<file path="src/ecc_pkg.sv">
// Constants, carriers and check-bit functions for the 64/72 ECC block.
// Assumes one clock domain and an async-assert, sync-release reset.
//
// Behaviour
// - Each 64-bit message becomes a 72-bit codeword.
// - Eight check bits: seven Hamming, one parity.
// - Parity bit covers data and Hamming bits.
// - Check bits above data, parity bit last.
// - Each check bit XORs a fixed subset.
// - Syndrome is recomputed checks XOR received checks.
// - Odd parity means single, even with nonzero syndrome double.
// - 128-bit write splits into two encoded halves.
// - 144-bit read splits into two decoded halves.
// - Encoder has one or two register stages.
// - Read path takes two or three cycles.
// - Encoder loads on enable and ready, holds otherwise.
// - Controls ride matching stages and stall alike.
// - Codeword valid pulses one cycle per codeword.
// - Flags: none, single, double; never both.
// - Check-bit error passes, data-bit error flips.
// - Flags appear with the output valid pulse.
package ecc_pkg;

  // ****************************************************************
  // Widths and layout
  // ****************************************************************
  localparam int MSG_W = 64;
  localparam int HAM_W = 7;
  localparam int CHK_W = 8;
  localparam int CW_W = MSG_W + CHK_W;
  localparam int POS_MAX = MSG_W + HAM_W;
  localparam int LANES = 2;
  localparam int WORD_W = LANES * MSG_W;
  localparam int MEM_W = LANES * CW_W;
  localparam int HAM_LSB = MSG_W;
  localparam int PAR_BIT = CW_W - 1;
  localparam int ADDR_W = 24;
  localparam int SIZE_W = 2;

  // ****************************************************************
  // Carriers
  // ****************************************************************
  typedef struct packed {
    logic write_req;
    logic read_req;
    logic burst_begin;
    logic [SIZE_W-1:0] size;
    logic [ADDR_W-1:0] addr;
  } req_ctrl_t;

  typedef struct packed {
    logic double_fault_flag;
    logic single_fault_flag;
  } fault_flags_t;

  // ****************************************************************
  // Check-bit functions
  // ****************************************************************
  // Positions 1..71 that are not powers of two carry the data bits in
  // order; check bit j covers every data position with bit j set.
  function automatic logic [HAM_W-1:0] hamming_checks(
    input logic [MSG_W-1:0] data
  );
    logic [HAM_W-1:0] chk;
    int k;
    chk = '0;
    k = 0;
    for (int p = 1; p <= POS_MAX; p++) begin
      if ((p & (p - 1)) != 0) begin
        for (int j = 0; j < HAM_W; j++) begin
          chk[j] = chk[j] ^ (data[k] & p[j]);
        end
        k++;
      end
    end
    return chk;
  endfunction : hamming_checks

  function automatic logic [CW_W-1:0] encode_word(
    input logic [MSG_W-1:0] data
  );
    logic [HAM_W-1:0] chk;
    chk = hamming_checks(data);
    return {^{chk, data}, chk, data};
  endfunction : encode_word

  // A syndrome that names a check-bit position, or no position at all,
  // yields an empty mask, so only data bits are ever flipped.
  function automatic logic [MSG_W-1:0] flip_mask(
    input logic [HAM_W-1:0] syn
  );
    logic [MSG_W-1:0] mask;
    int k;
    mask = '0;
    k = 0;
    for (int p = 1; p <= POS_MAX; p++) begin
      if ((p & (p - 1)) != 0) begin
        if (p[HAM_W-1:0] == syn) begin
          mask[k] = 1'b1;
        end
        k++;
      end
    end
    return mask;
  endfunction : flip_mask

endpackage : ecc_pkg

</file>
<file path="src/ecc_encoder.sv">
// One 64-bit lane of the write path: encode, then one or two stages.
// Assumes ready comes from logic on the same clock.
module ecc_encoder
  import ecc_pkg::*;
#(
  parameter bit OUT_REG = 1'b1
) (
  // Clock and reset
  input wire logic i_clock,
  input wire logic i_rstn,
  // Message side
  input wire logic [MSG_W-1:0] i_message,
  input wire logic i_enable,
  input wire logic i_ready,
  // Codeword side
  output logic [CW_W-1:0] o_codeword,
  output logic o_valid
);

  logic [CW_W-1:0] s1_cw_q, s1_cw_d, s2_cw_q, s2_cw_d;
  logic s1_val_q, s1_val_d, s2_val_q, s2_val_d;

  // ****************************************************************
  // Stages
  // ****************************************************************
  always_comb begin
    s1_cw_d = s1_cw_q;
    s1_val_d = s1_val_q;
    s2_cw_d = s2_cw_q;
    s2_val_d = 1'b0;
    if (i_ready && i_enable) begin
      s1_cw_d = encode_word(i_message);
    end
    if (i_ready) begin
      s1_val_d = i_enable;
    end else if (!OUT_REG) begin
      s1_val_d = 1'b0;
    end
    if (i_ready && s1_val_q) begin
      s2_cw_d = s1_cw_q;
      s2_val_d = 1'b1;
    end
  end

  always_ff @(posedge i_clock or negedge i_rstn) begin
    if (!i_rstn) begin
      s1_cw_q <= '0;
      s1_val_q <= 1'b0;
      s2_cw_q <= '0;
      s2_val_q <= 1'b0;
    end else begin
      s1_cw_q <= s1_cw_d;
      s1_val_q <= s1_val_d;
      s2_cw_q <= s2_cw_d;
      s2_val_q <= s2_val_d;
    end
  end

  assign o_codeword = OUT_REG ? s2_cw_q : s1_cw_q;
  assign o_valid = OUT_REG ? s2_val_q : s1_val_q;

endmodule : ecc_encoder

</file>
<file path="src/ecc_decoder.sv">
// One 72-bit lane of the read path: optional input stage, detect, correct.
// Assumes the enable is a one-cycle pulse on the same clock.
module ecc_decoder
  import ecc_pkg::*;
#(
  parameter bit IN_REG = 1'b1
) (
  // Clock and reset
  input wire logic i_clock,
  input wire logic i_rstn,
  // Codeword side
  input wire logic [CW_W-1:0] i_codeword,
  input wire logic i_enable,
  // Message side
  output logic [MSG_W-1:0] o_message,
  output logic o_valid,
  output fault_flags_t o_flags
);

  logic [CW_W-1:0] in_cw_q, in_cw_d, cw;
  logic in_val_q, in_val_d, val;
  logic [MSG_W-1:0] d1_msg_q, d1_msg_d, d2_msg_q, d2_msg_d;
  logic [HAM_W-1:0] d1_syn_q, d1_syn_d;
  fault_flags_t d1_flg_q, d1_flg_d, d2_flg_q, d2_flg_d;
  logic d1_val_q, d1_val_d, d2_val_q, d2_val_d;

  // ****************************************************************
  // Detect and correct
  // ****************************************************************
  assign cw = IN_REG ? in_cw_q : i_codeword;
  assign val = IN_REG ? in_val_q : i_enable;

  always_comb begin
    logic odd;
    odd = ^cw;
    in_cw_d = i_codeword;
    in_val_d = i_enable;
    d1_msg_d = cw[MSG_W-1:0];
    d1_syn_d = hamming_checks(cw[MSG_W-1:0]) ^
      cw[HAM_LSB +: HAM_W];
    d1_flg_d.single_fault_flag = odd;
    d1_flg_d.double_fault_flag = !odd && (d1_syn_d != '0);
    d1_val_d = val;
    d2_msg_d = d1_msg_q;
    if (d1_flg_q.single_fault_flag) begin
      d2_msg_d = d1_msg_q ^ flip_mask(d1_syn_q);
    end
    d2_flg_d = d1_flg_q;
    d2_val_d = d1_val_q;
  end

  always_ff @(posedge i_clock or negedge i_rstn) begin
    if (!i_rstn) begin
      in_cw_q <= '0;
      in_val_q <= 1'b0;
      d1_msg_q <= '0;
      d1_syn_q <= '0;
      d1_flg_q <= '0;
      d1_val_q <= 1'b0;
      d2_msg_q <= '0;
      d2_flg_q <= '0;
      d2_val_q <= 1'b0;
    end else begin
      in_cw_q <= in_cw_d;
      in_val_q <= in_val_d;
      d1_msg_q <= d1_msg_d;
      d1_syn_q <= d1_syn_d;
      d1_flg_q <= d1_flg_d;
      d1_val_q <= d1_val_d;
      d2_msg_q <= d2_msg_d;
      d2_flg_q <= d2_flg_d;
      d2_val_q <= d2_val_d;
    end
  end

  assign o_message = d2_msg_q;
  assign o_flags = d2_flg_q;
  assign o_valid = d2_val_q;

endmodule : ecc_decoder

</file>
<file path="src/ecc_block.sv">
// Top of the ECC block between a local bus master and a memory controller.
// Assumes both neighbours run on i_clock and keep their own handshakes.
module ecc_block
  import ecc_pkg::*;
#(
  parameter int ENC_STAGES = 2,
  parameter int DEC_STAGES = 3
) (
  // Clock and reset
  input wire logic i_clock,
  input wire logic i_rstn,
  // Local write side
  input wire req_ctrl_t i_req,
  input wire logic [WORD_W-1:0] i_wdata,
  output logic o_local_ready,
  // Memory request side
  input wire logic i_mem_ready,
  output req_ctrl_t o_mem_req,
  output logic [MEM_W-1:0] o_mem_wdata,
  output logic o_mem_valid,
  // Memory read side
  input wire logic [MEM_W-1:0] i_mem_rdata,
  input wire logic i_mem_rdata_valid,
  // Local read side
  output logic [WORD_W-1:0] o_rdata,
  output logic o_rdata_valid,
  output fault_flags_t o_flags_lo,
  output fault_flags_t o_flags_hi
);

  localparam bit ENC_OUT_REG = (ENC_STAGES == 2);
  localparam bit DEC_IN_REG = (DEC_STAGES == 3);

  // ****************************************************************
  // Elaboration checks
  // ****************************************************************
  if (ENC_STAGES < 1 || ENC_STAGES > 2) begin : g_bad_enc
    $error("ENC_STAGES must be 1 or 2");
  end
  if (DEC_STAGES < 2 || DEC_STAGES > 3) begin : g_bad_dec
    $error("DEC_STAGES must be 2 or 3");
  end

  // ****************************************************************
  // Request enable and local ready
  // ****************************************************************
  // The encoder runs for every request so that read requests keep
  // their place in the same pipeline as writes.
  logic enc_enable;
  logic ready_q, ready_d;
  logic [LANES-1:0] enc_valid;
  logic [LANES-1:0] dec_valid;
  logic [MSG_W-1:0] dec_msg [LANES];
  fault_flags_t dec_flags [LANES];

  assign enc_enable = i_req.write_req | i_req.read_req;

  // Local ready mirrors the controller's ready one cycle late, because
  // the output must come from a register. A request raised in the cycle
  // after ready falls is still dropped, so this copy is only a hint.
  always_comb begin
    ready_d = i_mem_ready;
  end

  always_ff @(posedge i_clock or negedge i_rstn) begin
    if (!i_rstn) begin
      ready_q <= 1'b0;
    end else begin
      ready_q <= ready_d;
    end
  end

  assign o_local_ready = ready_q;

  // ****************************************************************
  // Write path lanes
  // ****************************************************************
  for (genvar g = 0; g < LANES; g++) begin : g_enc
    ecc_encoder #(
      .OUT_REG(ENC_OUT_REG)
    ) u_enc (
      .i_clock(i_clock),
      .i_rstn(i_rstn),
      .i_message(i_wdata[g*MSG_W +: MSG_W]),
      .i_enable(enc_enable),
      .i_ready(i_mem_ready),
      .o_codeword(o_mem_wdata[g*CW_W +: CW_W]),
      .o_valid(enc_valid[g])
    );
  end

  // Both lanes share one enable and one ready, so lane 0 speaks for both.
  assign o_mem_valid = enc_valid[0];

  // ****************************************************************
  // Control pipeline
  // ****************************************************************
  req_ctrl_t c1_q, c1_d, c2_q, c2_d;

  always_comb begin
    c1_d = c1_q;
    c2_d = c2_q;
    if (i_mem_ready && enc_enable) begin
      c1_d = i_req;
    end
    if (i_mem_ready) begin
      c2_d = c1_q;
    end
  end

  always_ff @(posedge i_clock or negedge i_rstn) begin
    if (!i_rstn) begin
      c1_q <= '0;
      c2_q <= '0;
    end else begin
      c1_q <= c1_d;
      c2_q <= c2_d;
    end
  end

  assign o_mem_req = ENC_OUT_REG ? c2_q : c1_q;

  // ****************************************************************
  // Read path lanes
  // ****************************************************************
  for (genvar g = 0; g < LANES; g++) begin : g_dec
    ecc_decoder #(
      .IN_REG(DEC_IN_REG)
    ) u_dec (
      .i_clock(i_clock),
      .i_rstn(i_rstn),
      .i_codeword(i_mem_rdata[g*CW_W +: CW_W]),
      .i_enable(i_mem_rdata_valid),
      .o_message(dec_msg[g]),
      .o_valid(dec_valid[g]),
      .o_flags(dec_flags[g])
    );
    assign o_rdata[g*MSG_W +: MSG_W] = dec_msg[g];
  end

  assign o_rdata_valid = dec_valid[0];
  assign o_flags_lo = dec_flags[0];
  assign o_flags_hi = dec_flags[1];

endmodule : ecc_block

</file>
<file path="config.mk">
export PLATFORM = sky130hd
export DESIGN_NAME = ecc_block
export DESIGN_NICKNAME = d
export VERILOG_FILES = /design/src/ecc_pkg.sv /design/src/ecc_encoder.sv /design/src/ecc_decoder.sv /design/src/ecc_block.sv
export SDC_FILE = /design/constraint.sdc
export NUM_CORES = 1
export LEC_CHECK = 0
export ABC_CLOCK_PERIOD_IN_PS = 2900
export BUFFER_PORTS_ARGS = -buffer_cell sky130_fd_sc_hd__buf_2
export CORE_MARGIN = 10
export CORE_UTILIZATION = 40
export CTS_CLUSTER_SIZE = 8
export DETAILED_ROUTE_END_ITERATION = 7
export SLEW_MARGIN = 0
export SYNTH_ARGS = -nofsm -noshare
export SYNTH_HDL_FRONTEND = slang
export SYNTH_SLANG_ARGS = --single-unit
</file>
<file path="constraint.sdc">
create_clock -name i_clock -period 2.9 [get_ports i_clock]
set_clock_uncertainty 0.2 [all_clocks]
set_input_delay 0.29 -clock i_clock [delete_from_list [all_inputs] [get_ports i_clock]]
set_output_delay 0.29 -clock i_clock [all_outputs]
set_load 0.005 [all_outputs]
</file>
==> results of run 1 <==
-- critical path, stage by stage --
cell and delay (ns):
dlygate4sd3_1 0.55, buf_2 0.17, xor2_2 0.20, xnor3_1 0.47, xnor2_2 0.26, xor2_2 0.23
xnor3_1 0.36, xnor3_1 0.33, mux2_2 0.26
-- power breakdown --
| group | switching, W | internal (W) | leakage (nW) | total, W |
|---|---|---|---|---|
| clock | 0.00444 | 0.00644 | 1.38 | 0.0109 |
| sequential | 0.00108 | 0.0124 | 9.07 | 0.0135 |
| combinational | 0.00419 | 0.00493 | 8.71 | 0.00913 |
| total | 0.00971 | 0.0238 | 19.2 | 0.0335 |
-- kinds of logic (layout without fill, tap and decap cells) --
logic type / after synthesis / count (layout) / share of synthesized area
flops: 774 / 774 / 0.6306
xor+xnor: 631 / 631 / 0.2064
mux: 332 / 332 / 0.1217
simple gates: 219 / 219 / 0.03128
buf+inv: 57 / 1135 / 0.006966
compound gates: 17 / 17 / 0.003096
-- layout by cell type (no fill, tap or decap), drive strengths merged --
cell type	synthesis	final
nand2	72	72
xor2	176	176
mux2	332	332
a41oi	2	2
nand3	7	7
xor3	3	3
xnor2	397	397
nor2	99	99
xnor3	55	55
o21ai	14	14
dlygate4sd3	0	304
and3b	4	4
inv	8	9
or3	2	2
a211oi	1	1
dfrtp	774	774
and2	7	7
nand3b	3	3
nor4	4	4
buf	7	705
nor2b	4	4
nand2b	1	1
nor3b	6	6
nor3	1	1
dlymetal6s4s	0	3
clkinv	0	6
and3	4	4
clkbuf	42	108
or3b	3	3
nand4	2	2
-- path summary, 6_finish.rpt --
path / start / end / slack [ns] / cells after the start
hold reg to reg: g_dec[0].u_dec.d1_val_d$_DFF_PN0_ / g_dec[0].u_dec.d1_val_q$_DFF_PN0_ / 0.15 / 0
setup reg to reg: g_dec[0].u_dec.cw[25]$_DFF_PN0_ / g_dec[0].u_dec.d1_flg_q[1]$_DFF_PN0_ / 0.14 / 7
setup / recovery: i_wdata[112] / g_enc[1].u_enc.s1_cw_q[71]$_DFFE_PN0P_ / 0.07 / 9
min in group i_clock: i_mem_rdata[110] / g_dec[1].u_dec.cw[38]$_DFF_PN0_ / 0.06 / 2
hold / removal: i_rstn / g_enc[0].u_enc.s1_cw_q[43]$_DFFE_PN0P_ / 0.02 / 2
max in group asynchronous: i_rstn / o_mem_req[14]$_DFFE_PN0P_ / 1.43 / 4
-- metrics by stage --
step	TNS [ns]	cell area, µm²	worst slack [ns]
finish	0	41980	0.07329
detailed placement	-0.1171	35810	-0.1171
CTS	0	41700	0.01679
global route	-0.004332	41980	-0.004332
global placement	-0.1274	35810	-0.1274
floorplan	0	30720	0.1805
-- state kept, by name, indices dropped and copies added (netlist names) --
name,count
g_dec.u_dec.d1_flg_q,4
g_dec.u_dec.cw,144
g_dec.u_dec.o_valid,1
o_mem_req,29
g_enc.u_enc.s1_val_q,1
g_enc.u_enc.s1_cw_q,144
o_local_ready,1
g_enc.u_enc.o_valid,1
g_dec.u_dec.o_flags,4
g_dec.u_dec.d1_val_d,1
g_dec.u_dec.d1_val_q,1
c1_q,29
g_enc.u_enc.o_codeword,144
g_dec.u_dec.o_message,128
g_dec.u_dec.d1_msg_q,128
g_dec.u_dec.d1_syn_q,14
-- metal layers --
layer	GRT usage	up-vias
li1	-	8744
met1	0.2544	10018
met2	0.3700	645
met3	0.04743	168
met4	0.07199	4
met5	0	-
-- repair_timing --
action	in CTS	in global routing
setup endpoints to repair	0	3
resized for setup	0	38
hold buffers	305	2
setup buffers	0	3
endpoints found under the hold margin	780	2
-- cells in the mapped netlist (all sizes together) --
cell,instances,share of area
dfrtp,774,0.63
xnor2,397,0.11
mux2,332,0.12
xor2,176,0.050
nor2,99,0.012
nand2,72,0.0088
xnor3,55,0.040
clkbuf,42,0.0051
o21ai,14,0.0023
inv,8,0.00098
and2,7,0.0014
buf,7,0.00086
nand3,7,0.0011
nor3b,6,0.0015
and3,4,0.00081
and3b,4,0.0011
nor2b,4,0.00081
nor4,4,0.00081
nand3b,3,0.00073
or3b,3,0.00086
xor3,3,0.0023
a41oi,2,0.00057
nand4,2,0.00041
or3,2,0.00041
a211oi,1,0.00024
nand2b,1,0.00020
nor3,1,0.00016
-- cell type report --
cell class	instances	area share
sequential	774	0.4613
tap	1030	0.03070
clock inverter	7	0.004202
timing repair buffer	1012	0.1681
clock buffer	108	0.06336
multi-input combinational	1199	0.2716
inverter	8	0.0007450
==> metrics, run 1 <==
clock tree buffer depth 3; Crit Path Max Fanout 3; period utilisation layout 0.9747; Num CTS Buffers 106; Post-Route M1 WL around 38,000 µm; routed vias/inst 4.732; Ant. Diodes 0; global placement routability congestion slightly below 0.9; FF/Latch Area 19,370 µm²; Max Freq around 0.35 GHz; Syn Nets 2,335; CTS root buf clkbuf_16; Die Span Y 297.1 µm; Yosys reg bits between 700 and 800; max cap viols 0; largest net degree at the start of global routing 75; CP required roughly 3.2 ns; Post-route DRC 0; fin cells just over 4,000; final setup fails 0; worst skew pair latency about 0.66 ns; DRT iter0 DRCs 803; multi-input gate area in the final layout between 10,000 and 15,000 µm²; met3 wire length around 5200 µm; antenna-violating nets left 0; Ys Warns 0; Core Footprint between 70,000 and 80,000 µm²; Cell variety after synth 31; met2 WL post-DR roughly 48,000 µm; final net count ~3,400; first-pass GRT wire length 143,600 µm; worst-margin pin slew around 1.0 ns; Slew HR 0.3047; pwr dens 798.1 nW/µm²; Mean Syn Cell Area ~15 µm²; Final Hold Viols 0; area grow syn2layout 36.68%; routed len/inst 22.79 µm; number of port buffers slightly above 600; post-detail-place hpwl roughly 70,000 µm; proportion of layout cells with a drive suffix above 1 0.3826; Max H-tree Level 3; Starting Density 0.4038; vias in the first global route between 20,000 and 25,000; Max Slew Vio Count 0; Final min period ~2.8 ns; total gr overflow 0; number of cell rows ~100; status finished clean; crit start category primary input; top layer in use met5; Hold/Removal Path Class in -> async; post-synthesis sequential area ratio 0.6305; Clk pin slew, worst setup/hold paths about 0.050 ns; dpl cells around 3,700; Finished Core Util 0.5519; Filler cells around 6,200; Die W roughly 300 µm; critical path capture point type flop; Mapped Area just over 30,000 µm²; WHS 0.02403 ns; static leakage roughly 19 nW; crit path DAT between 3 and 4 ns; clock sink total between 700 and 800; WS Path Type in -> reg; final wirelength ~94,000 µm; gr usage total 0.2116; vias a little under 20,000; DRT Pass-1 Iters 4; CTS tree yes; Syn Inst Count between 2,000 and 2,500; Die Area 88,280 µm²; total power about 0.034 W; Worst VDD drop about 0.54 mV; initial antenna violation count 3; I/O pins 613
Note: power is estimated with default switching activity, not from simulation.
==> inputs of run 2 (changes only) <==
- ABC_CLOCK_PERIOD_IN_PS: 2900 -> 3200
- CORE_MARGIN: 10 -> 2
- clock period: 2.9 -> 3.2 ns (I/O delays scaled with it)
==> run 2 against run 1 <==
  * Final area down 1.6%
  * Cell count fell by 1.3%
  * Sequential share of layout area rose by 0.75 points
  * Largest cell class unchanged
  * Sequential power down 9.6%
  * Via count down 1.7%
  * Non-clock buffer count down 56
  * Die area is 10% lower
==> metrics, run 2 (synthesized netlist as in run 1, its figures left out) <==
vias between 15,000 and 20,000; crit path buf inv count 0; Final WS setup roughly 0.22 ns; Post CTS Setup Buffer Count 0; slowest cell delay on critical path roughly 0.54 ns; Final min period approximately 3.0 ns; I/O pins 613; max cap viols 0; commonest cells after routing, fill and taps aside 774 x dfrtp_1, 611 x buf_2, 397 x xnor2_1; final setup fails 0; status finished clean; critical-path cell list xnor2_1, xnor3_1, xnor3_1, xnor2_1, or3b_1, a211oi_1, a41oi_1; antenna-violating nets left 0; Max H-tree Level 3; DRT iter0 DRCs around 840; Reg-to-Reg Start g_dec[0].u_dec.cw[43]$_DFF_PN0_; worst reg2reg setup slack 0.22 ns; initial antenna violation count 0; total power 0.02999 W; Num CTS Buffers roughly 110; Crit Path Max Fanout 3; post-detail-place hpwl 63,980 µm; slowest stage cell, crit path xnor2_1; clock tree buffer depth 3; Die Span Y between 200 and 300 µm; Post-route DRC 0; critical path startpoint g_dec[0].u_dec.cw[43]$_DFF_PN0_; Slew HR 0.3816; crit path DAT between 3 and 4 ns; CTS tree yes; CP delay by family, top XOR/XNOR gates; Die W roughly 280 µm; commonest non-fill, non-tap cell in the layout dfrtp_1; period utilisation layout 0.9310; RSZ-0062 raised after global routing false; area grow syn2layout 34.48%; WS Path Type reg -> reg; DRT Pass-1 Iters 4; final net count ~3,400; global placement routability congestion about 0.87; crit path capture g_dec[0].u_dec.d1_flg_q[1]$_DFF_PN0_; static leakage between 15 and 20 nW; vias in the first global route around 21,000; final instance area roughly 41,000 µm²; Hold/Removal Path Class in -> async; largest net degree at the start of global routing between 90 and 100; CTS root buf clkbuf_16; number of port buffers 612; Starting Density 0.4044; Max Slew Vio Count 0; worst skew pair latency ~0.66 ns; first-pass GRT wire length around 130,000 µm; critical path capture point type flop; routed vias/inst approximately 4.7; final wirelength 87,240 µm; crit start category flop; Core Footprint around 76,000 µm²; Clk pin slew, worst setup/hold paths 0.05 ns; gr usage total 0.2208; Die Area 79,030 µm²; number of cell rows just over 100; R2R depth 7; total gr overflow 0; Worst VDD drop approximately 0.46 mV; routed len/inst approximately 21 µm; Max Freq 0.3357 GHz; placed inst area 35,390 µm²; Filler cells slightly above 6,000; setup TNS 0 ns; Final Hold Viols 0; Place WS about 0.19 ns; clock sink total 774; Ant. Diodes 0; pwr dens between 700 and 800 nW/µm²; CP Depth 7; WHS 0.02966 ns; CP required ~3.5 ns; worst-margin pin slew between 0.9 and 1 ns; RR Endpoint g_dec[0].u_dec.d1_flg_q[1]$_DFF_PN0_; proportion of layout cells with a drive suffix above 1 0.3626
==> run 2: area by class of cell <==
type	count	area, µm²	share of cell area
clock buffer	111	2724	0.06594
clock inverter	8	152.6	0.003695
inverter	8	31.28	0.0007572
multi-input combinational	1199	11150	0.2700
sequential	774	19370	0.4689
tap	1030	1289	0.03120
timing repair buffer	956	6591	0.1596
==> run 2: per-layer routing <==
metal | global-route usage | routed length [µm]
met1 | 0.2759 | 35100
met2 | 0.3735 | 43260
met3 | 0.03982 | 5168
met5 | 0 | 0
met4 | 0.1004 | 3714
==> run 2: through the flow <==
step,instances,utilization
after floorplan,2030,-
after global placement,3663,0.4660
after detailed placement,3663,0.4660
after CTS,4086,0.5439
after global routing,4086,0.5439
final,4086,0.5439
==> run 2: where the power goes <==
group | leakage [nW] | internal, W | switching [W] | total, W
clock network | 1.41 | 0.00595 | 0.00397 | 0.00992
logic | 8.25 | 0.00425 | 0.00364 | 0.00789
registers | 9.07 | 0.0113 | 0.000926 | 0.0122
total | 18.7 | 0.0215 | 0.00853 | 0.0300
==> run 2: how the worst min path moves through the flow <==
stage	start	endpoint	slack [ns]	depth (start not counted)
4_1_cts	i_rstn	c1_q[0]$_DFFE_PN0P_	0.02	2
2_1_floorplan	i_rstn	c1_q[0]$_DFFE_PN0P_	-0.18	0
5_1_grt	i_rstn	c1_q[0]$_DFFE_PN0P_	0.03	2
3_3_place_gp	i_rstn	c1_q[0]$_DFFE_PN0P_	0.13	1
6_report	i_rstn	c1_q[0]$_DFFE_PN0P_	0.03	2
3_5_place_dp	i_rstn	c1_q[0]$_DFFE_PN0P_	0.14	1
==> run 2: repair_timing <==
item / in CTS / in global routing
hold buffers: 304 / 0
endpoints found under the hold margin: 541 / 0
gates resized for setup: 0 / 0
endpoints found under the setup margin: 0 / 0
==> inputs of run 3 (changes only) <==
- ABC_AREA: unset -> 1
- CTS_CLUSTER_DIAMETER: unset -> 60
==> run 3 against run 2 <==
  * Synthesized cell count increased by 85%
  * Hold slack improved by 0.036 ns
  * Register-to-register slack better by 0.40 ns
  * Sequential cell count stayed put
  * First-iteration DRC count is 100% higher
  * Final area is 9.6% higher
  * Sequential power barely moved
  * Fmax up 16%
  * Combinational power fell by 6.2%
  * Global-route usage increased by 2.4 points
  * Utilization down 1.4 points
  * Area after synthesis grew 13%
  * Critical endpoint is now g_dec[1].u_dec.d1_flg_q[1]$_DFF_PN0_
==> metrics, run 3 <==
status finished clean; CP required 3.59 ns; proportion of layout cells with a drive suffix above 1 0.1850; Final Hold Viols 0; post-cts hold buffer count between 300 and 400; routed vias/inst approximately 4.7; Clk pin slew, worst setup/hold paths ~0.050 ns; largest cells by area after synthesis dfrtp_1 56%, nand2_1 17%, xnor2_1 10%; Die W approximately 300 µm; synth cell count leaders 1,552 x nand2_1, 774 x dfrtp_1, 395 x xnor2_1; fin cells just under 6,000; HP Start i_wdata[111]; Mapped Area approximately 35,000 µm²; period utilisation layout 0.8051; initial antenna violation count 1; commonest cells after routing, fill and taps aside 1,551 x nand2_1, 774 x dfrtp_1, 611 x buf_2; pwr dens between 600 and 700 nW/µm²; first-pass GRT wire length about 170,000 µm; critical path startpoint g_dec[1].u_dec.cw[38]$_DFF_PN0_; Post-synth EDFFs 0; Filler cells about 7,800; Syn Inst Count about 3,800; asr flop ratio synth 1.000; Max H-tree Level 3; routed len/inst between 15 and 20 µm; Post-route DRC 0; Post CTS Setup Buffer Count 0; post-detail-place hpwl around 79,000 µm; Core Footprint ~85,000 µm²; commonest non-fill, non-tap cell in the layout nand2_1; final net count about 5,000; vias in the first global route roughly 28,000; Reg-to-Reg Start g_dec[1].u_dec.cw[38]$_DFF_PN0_; crit start category flop; CTS tree yes; gr usage total 0.2449; global placement routability congestion between 0.9 and 1; Syn Nets roughly 4,100; number of port buffers between 600 and 700; static leakage roughly 23 nW; Die Span Y ~300 µm; RSZ-0062 raised after global routing false; Mean Syn Cell Area 9.219 µm²; Final min period between 2 and 3 ns; Crit Path Max Fanout 3; setup TNS 0 ns; antenna-violating nets left 0; max cap viols 0; vias 27,424; critical path capture point type flop; Worst VDD drop approximately 0.47 mV; crit path DAT 2.97 ns; Max Slew Vio Count 0; total gr overflow 0; Die Area about 89,000 µm²; Cell variety after synth 32; I/O pins ~610; WS Path Type reg -> reg; Slew HR 0.2158; dpl cells approximately 5,500; Num CTS Buffers between 100 and 150; clock tree buffer depth 3; Synth top area share 0.5595; area leader, netlist dfrtp_1; worst reg2reg setup slack between 0.6 and 0.7 ns; final wirelength ~110,000 µm; DRT iter0 DRCs roughly 1,700; area grow syn2layout 30.85%; clock sink total around 770; Starting Density 0.4053; Ys Warns 0; worst-margin pin slew ~1.2 ns; DRT Pass-1 Iters 5; CTS root buf clkbuf_16; Top FF cell, synth dfrtp_1; Hold/Removal Path Class in -> reg; worst skew pair latency slightly below 0.7 ns; number of cell rows around 110; post-synthesis sequential area ratio 0.5595; Max Freq about 0.39 GHz; most frequent cell after synthesis nand2_1; CTS resizes 0; largest net degree at the start of global routing 248; Yosys reg bits 774; final setup fails 0
[run 3: kinds of logic (layout without fill, tap and decap cells)]
group	after synthesis	count (layout)	share of synthesized area
xor+xnor	648	648	0.1681
compound gates	158	158	0.02313
other cells	0	1	0
flops	774	774	0.5595
mux	29	29	0.009434
simple gates	1761	1761	0.1975
buf+inv	385	1376	0.04236
[run 3: report_power, final]
group	switching, W	internal (W)
Combinational	0.00442	0.00298
Sequential	0.000839	0.0110
Clock	0.00414	0.00626
Total	0.00939	0.0203
[run 3: final timing paths]
kind | end | depth (start not counted)
max | g_dec[1].u_dec.d1_flg_q[1]$_DFF_PN0_ | 9
min | g_enc[1].u_enc.s1_cw_q[47]$_DFFE_PN0P_ | 4
max reg2reg | g_dec[1].u_dec.d1_flg_q[1]$_DFF_PN0_ | 9
min reg2reg | g_dec[0].u_dec.d1_val_q$_DFF_PN0_ | 0
max in group asynchronous | g_dec[0].u_dec.cw[20]$_DFF_PN0_ | 3
min in group asynchronous | g_enc[0].u_enc.s1_cw_q[33]$_DFFE_PN0P_ | 3
[run 3: per-stage QoR]
step | util | worst slack [ns] | hold slack, ns | power, W | instance area, µm²
global route | 0.5302 | 0.3319 | 0.06255 | 0.03133 | 45290
finish | 0.5303 | 0.6238 | 0.06537 | 0.02967 | 45290
CTS | 0.5302 | 0.5871 | 0.03028 | 0.02994 | 45290
global placement | 0.4591 | 0.5009 | 0.08553 | 0.01900 | 39220
floorplan | - | 0.9517 | -0.1756 | 0.01625 | 34620
detailed placement | 0.4591 | 0.5230 | 0.08645 | 0.01909 | 39220
[run 3: worst max-delay path, cell delays in order, from the launching register on]
cell and delay, ns:
dfrtp_1 0.43, xnor2_1 0.48, xnor2_1 0.21, xnor2_2 0.22
xor2_1 0.25, xnor2_1 0.17, xor2_1 0.20, xor2_1 0.17
inv_1 0.07, nor2_1 0.11
[run 3: area by class of cell]
class | instances | area, µm² | share of cell area
flip-flops and latches | 774 | 19370 | 0.4276
multi-input cells | 2596 | 13810 | 0.3050
repair buffers | 959 | 6574 | 0.1451
clock buffers | 118 | 2834 | 0.06257
well taps | 1144 | 1431 | 0.03160
inverters | 287 | 1082 | 0.02390
clock inverters | 12 | 186.4 | 0.004116
diodes | 1 | 2.502 | 0.00005525
[run 3: per-layer routing]
metal	part of all wire	GRT usage	up-vias
met2	0.46	0.3952	913
met3	0.063	0.04412	173
met4	0.026	0.07358	0
li1	-	-	13294
met1	0.45	0.3366	13044
met5	0	0	-
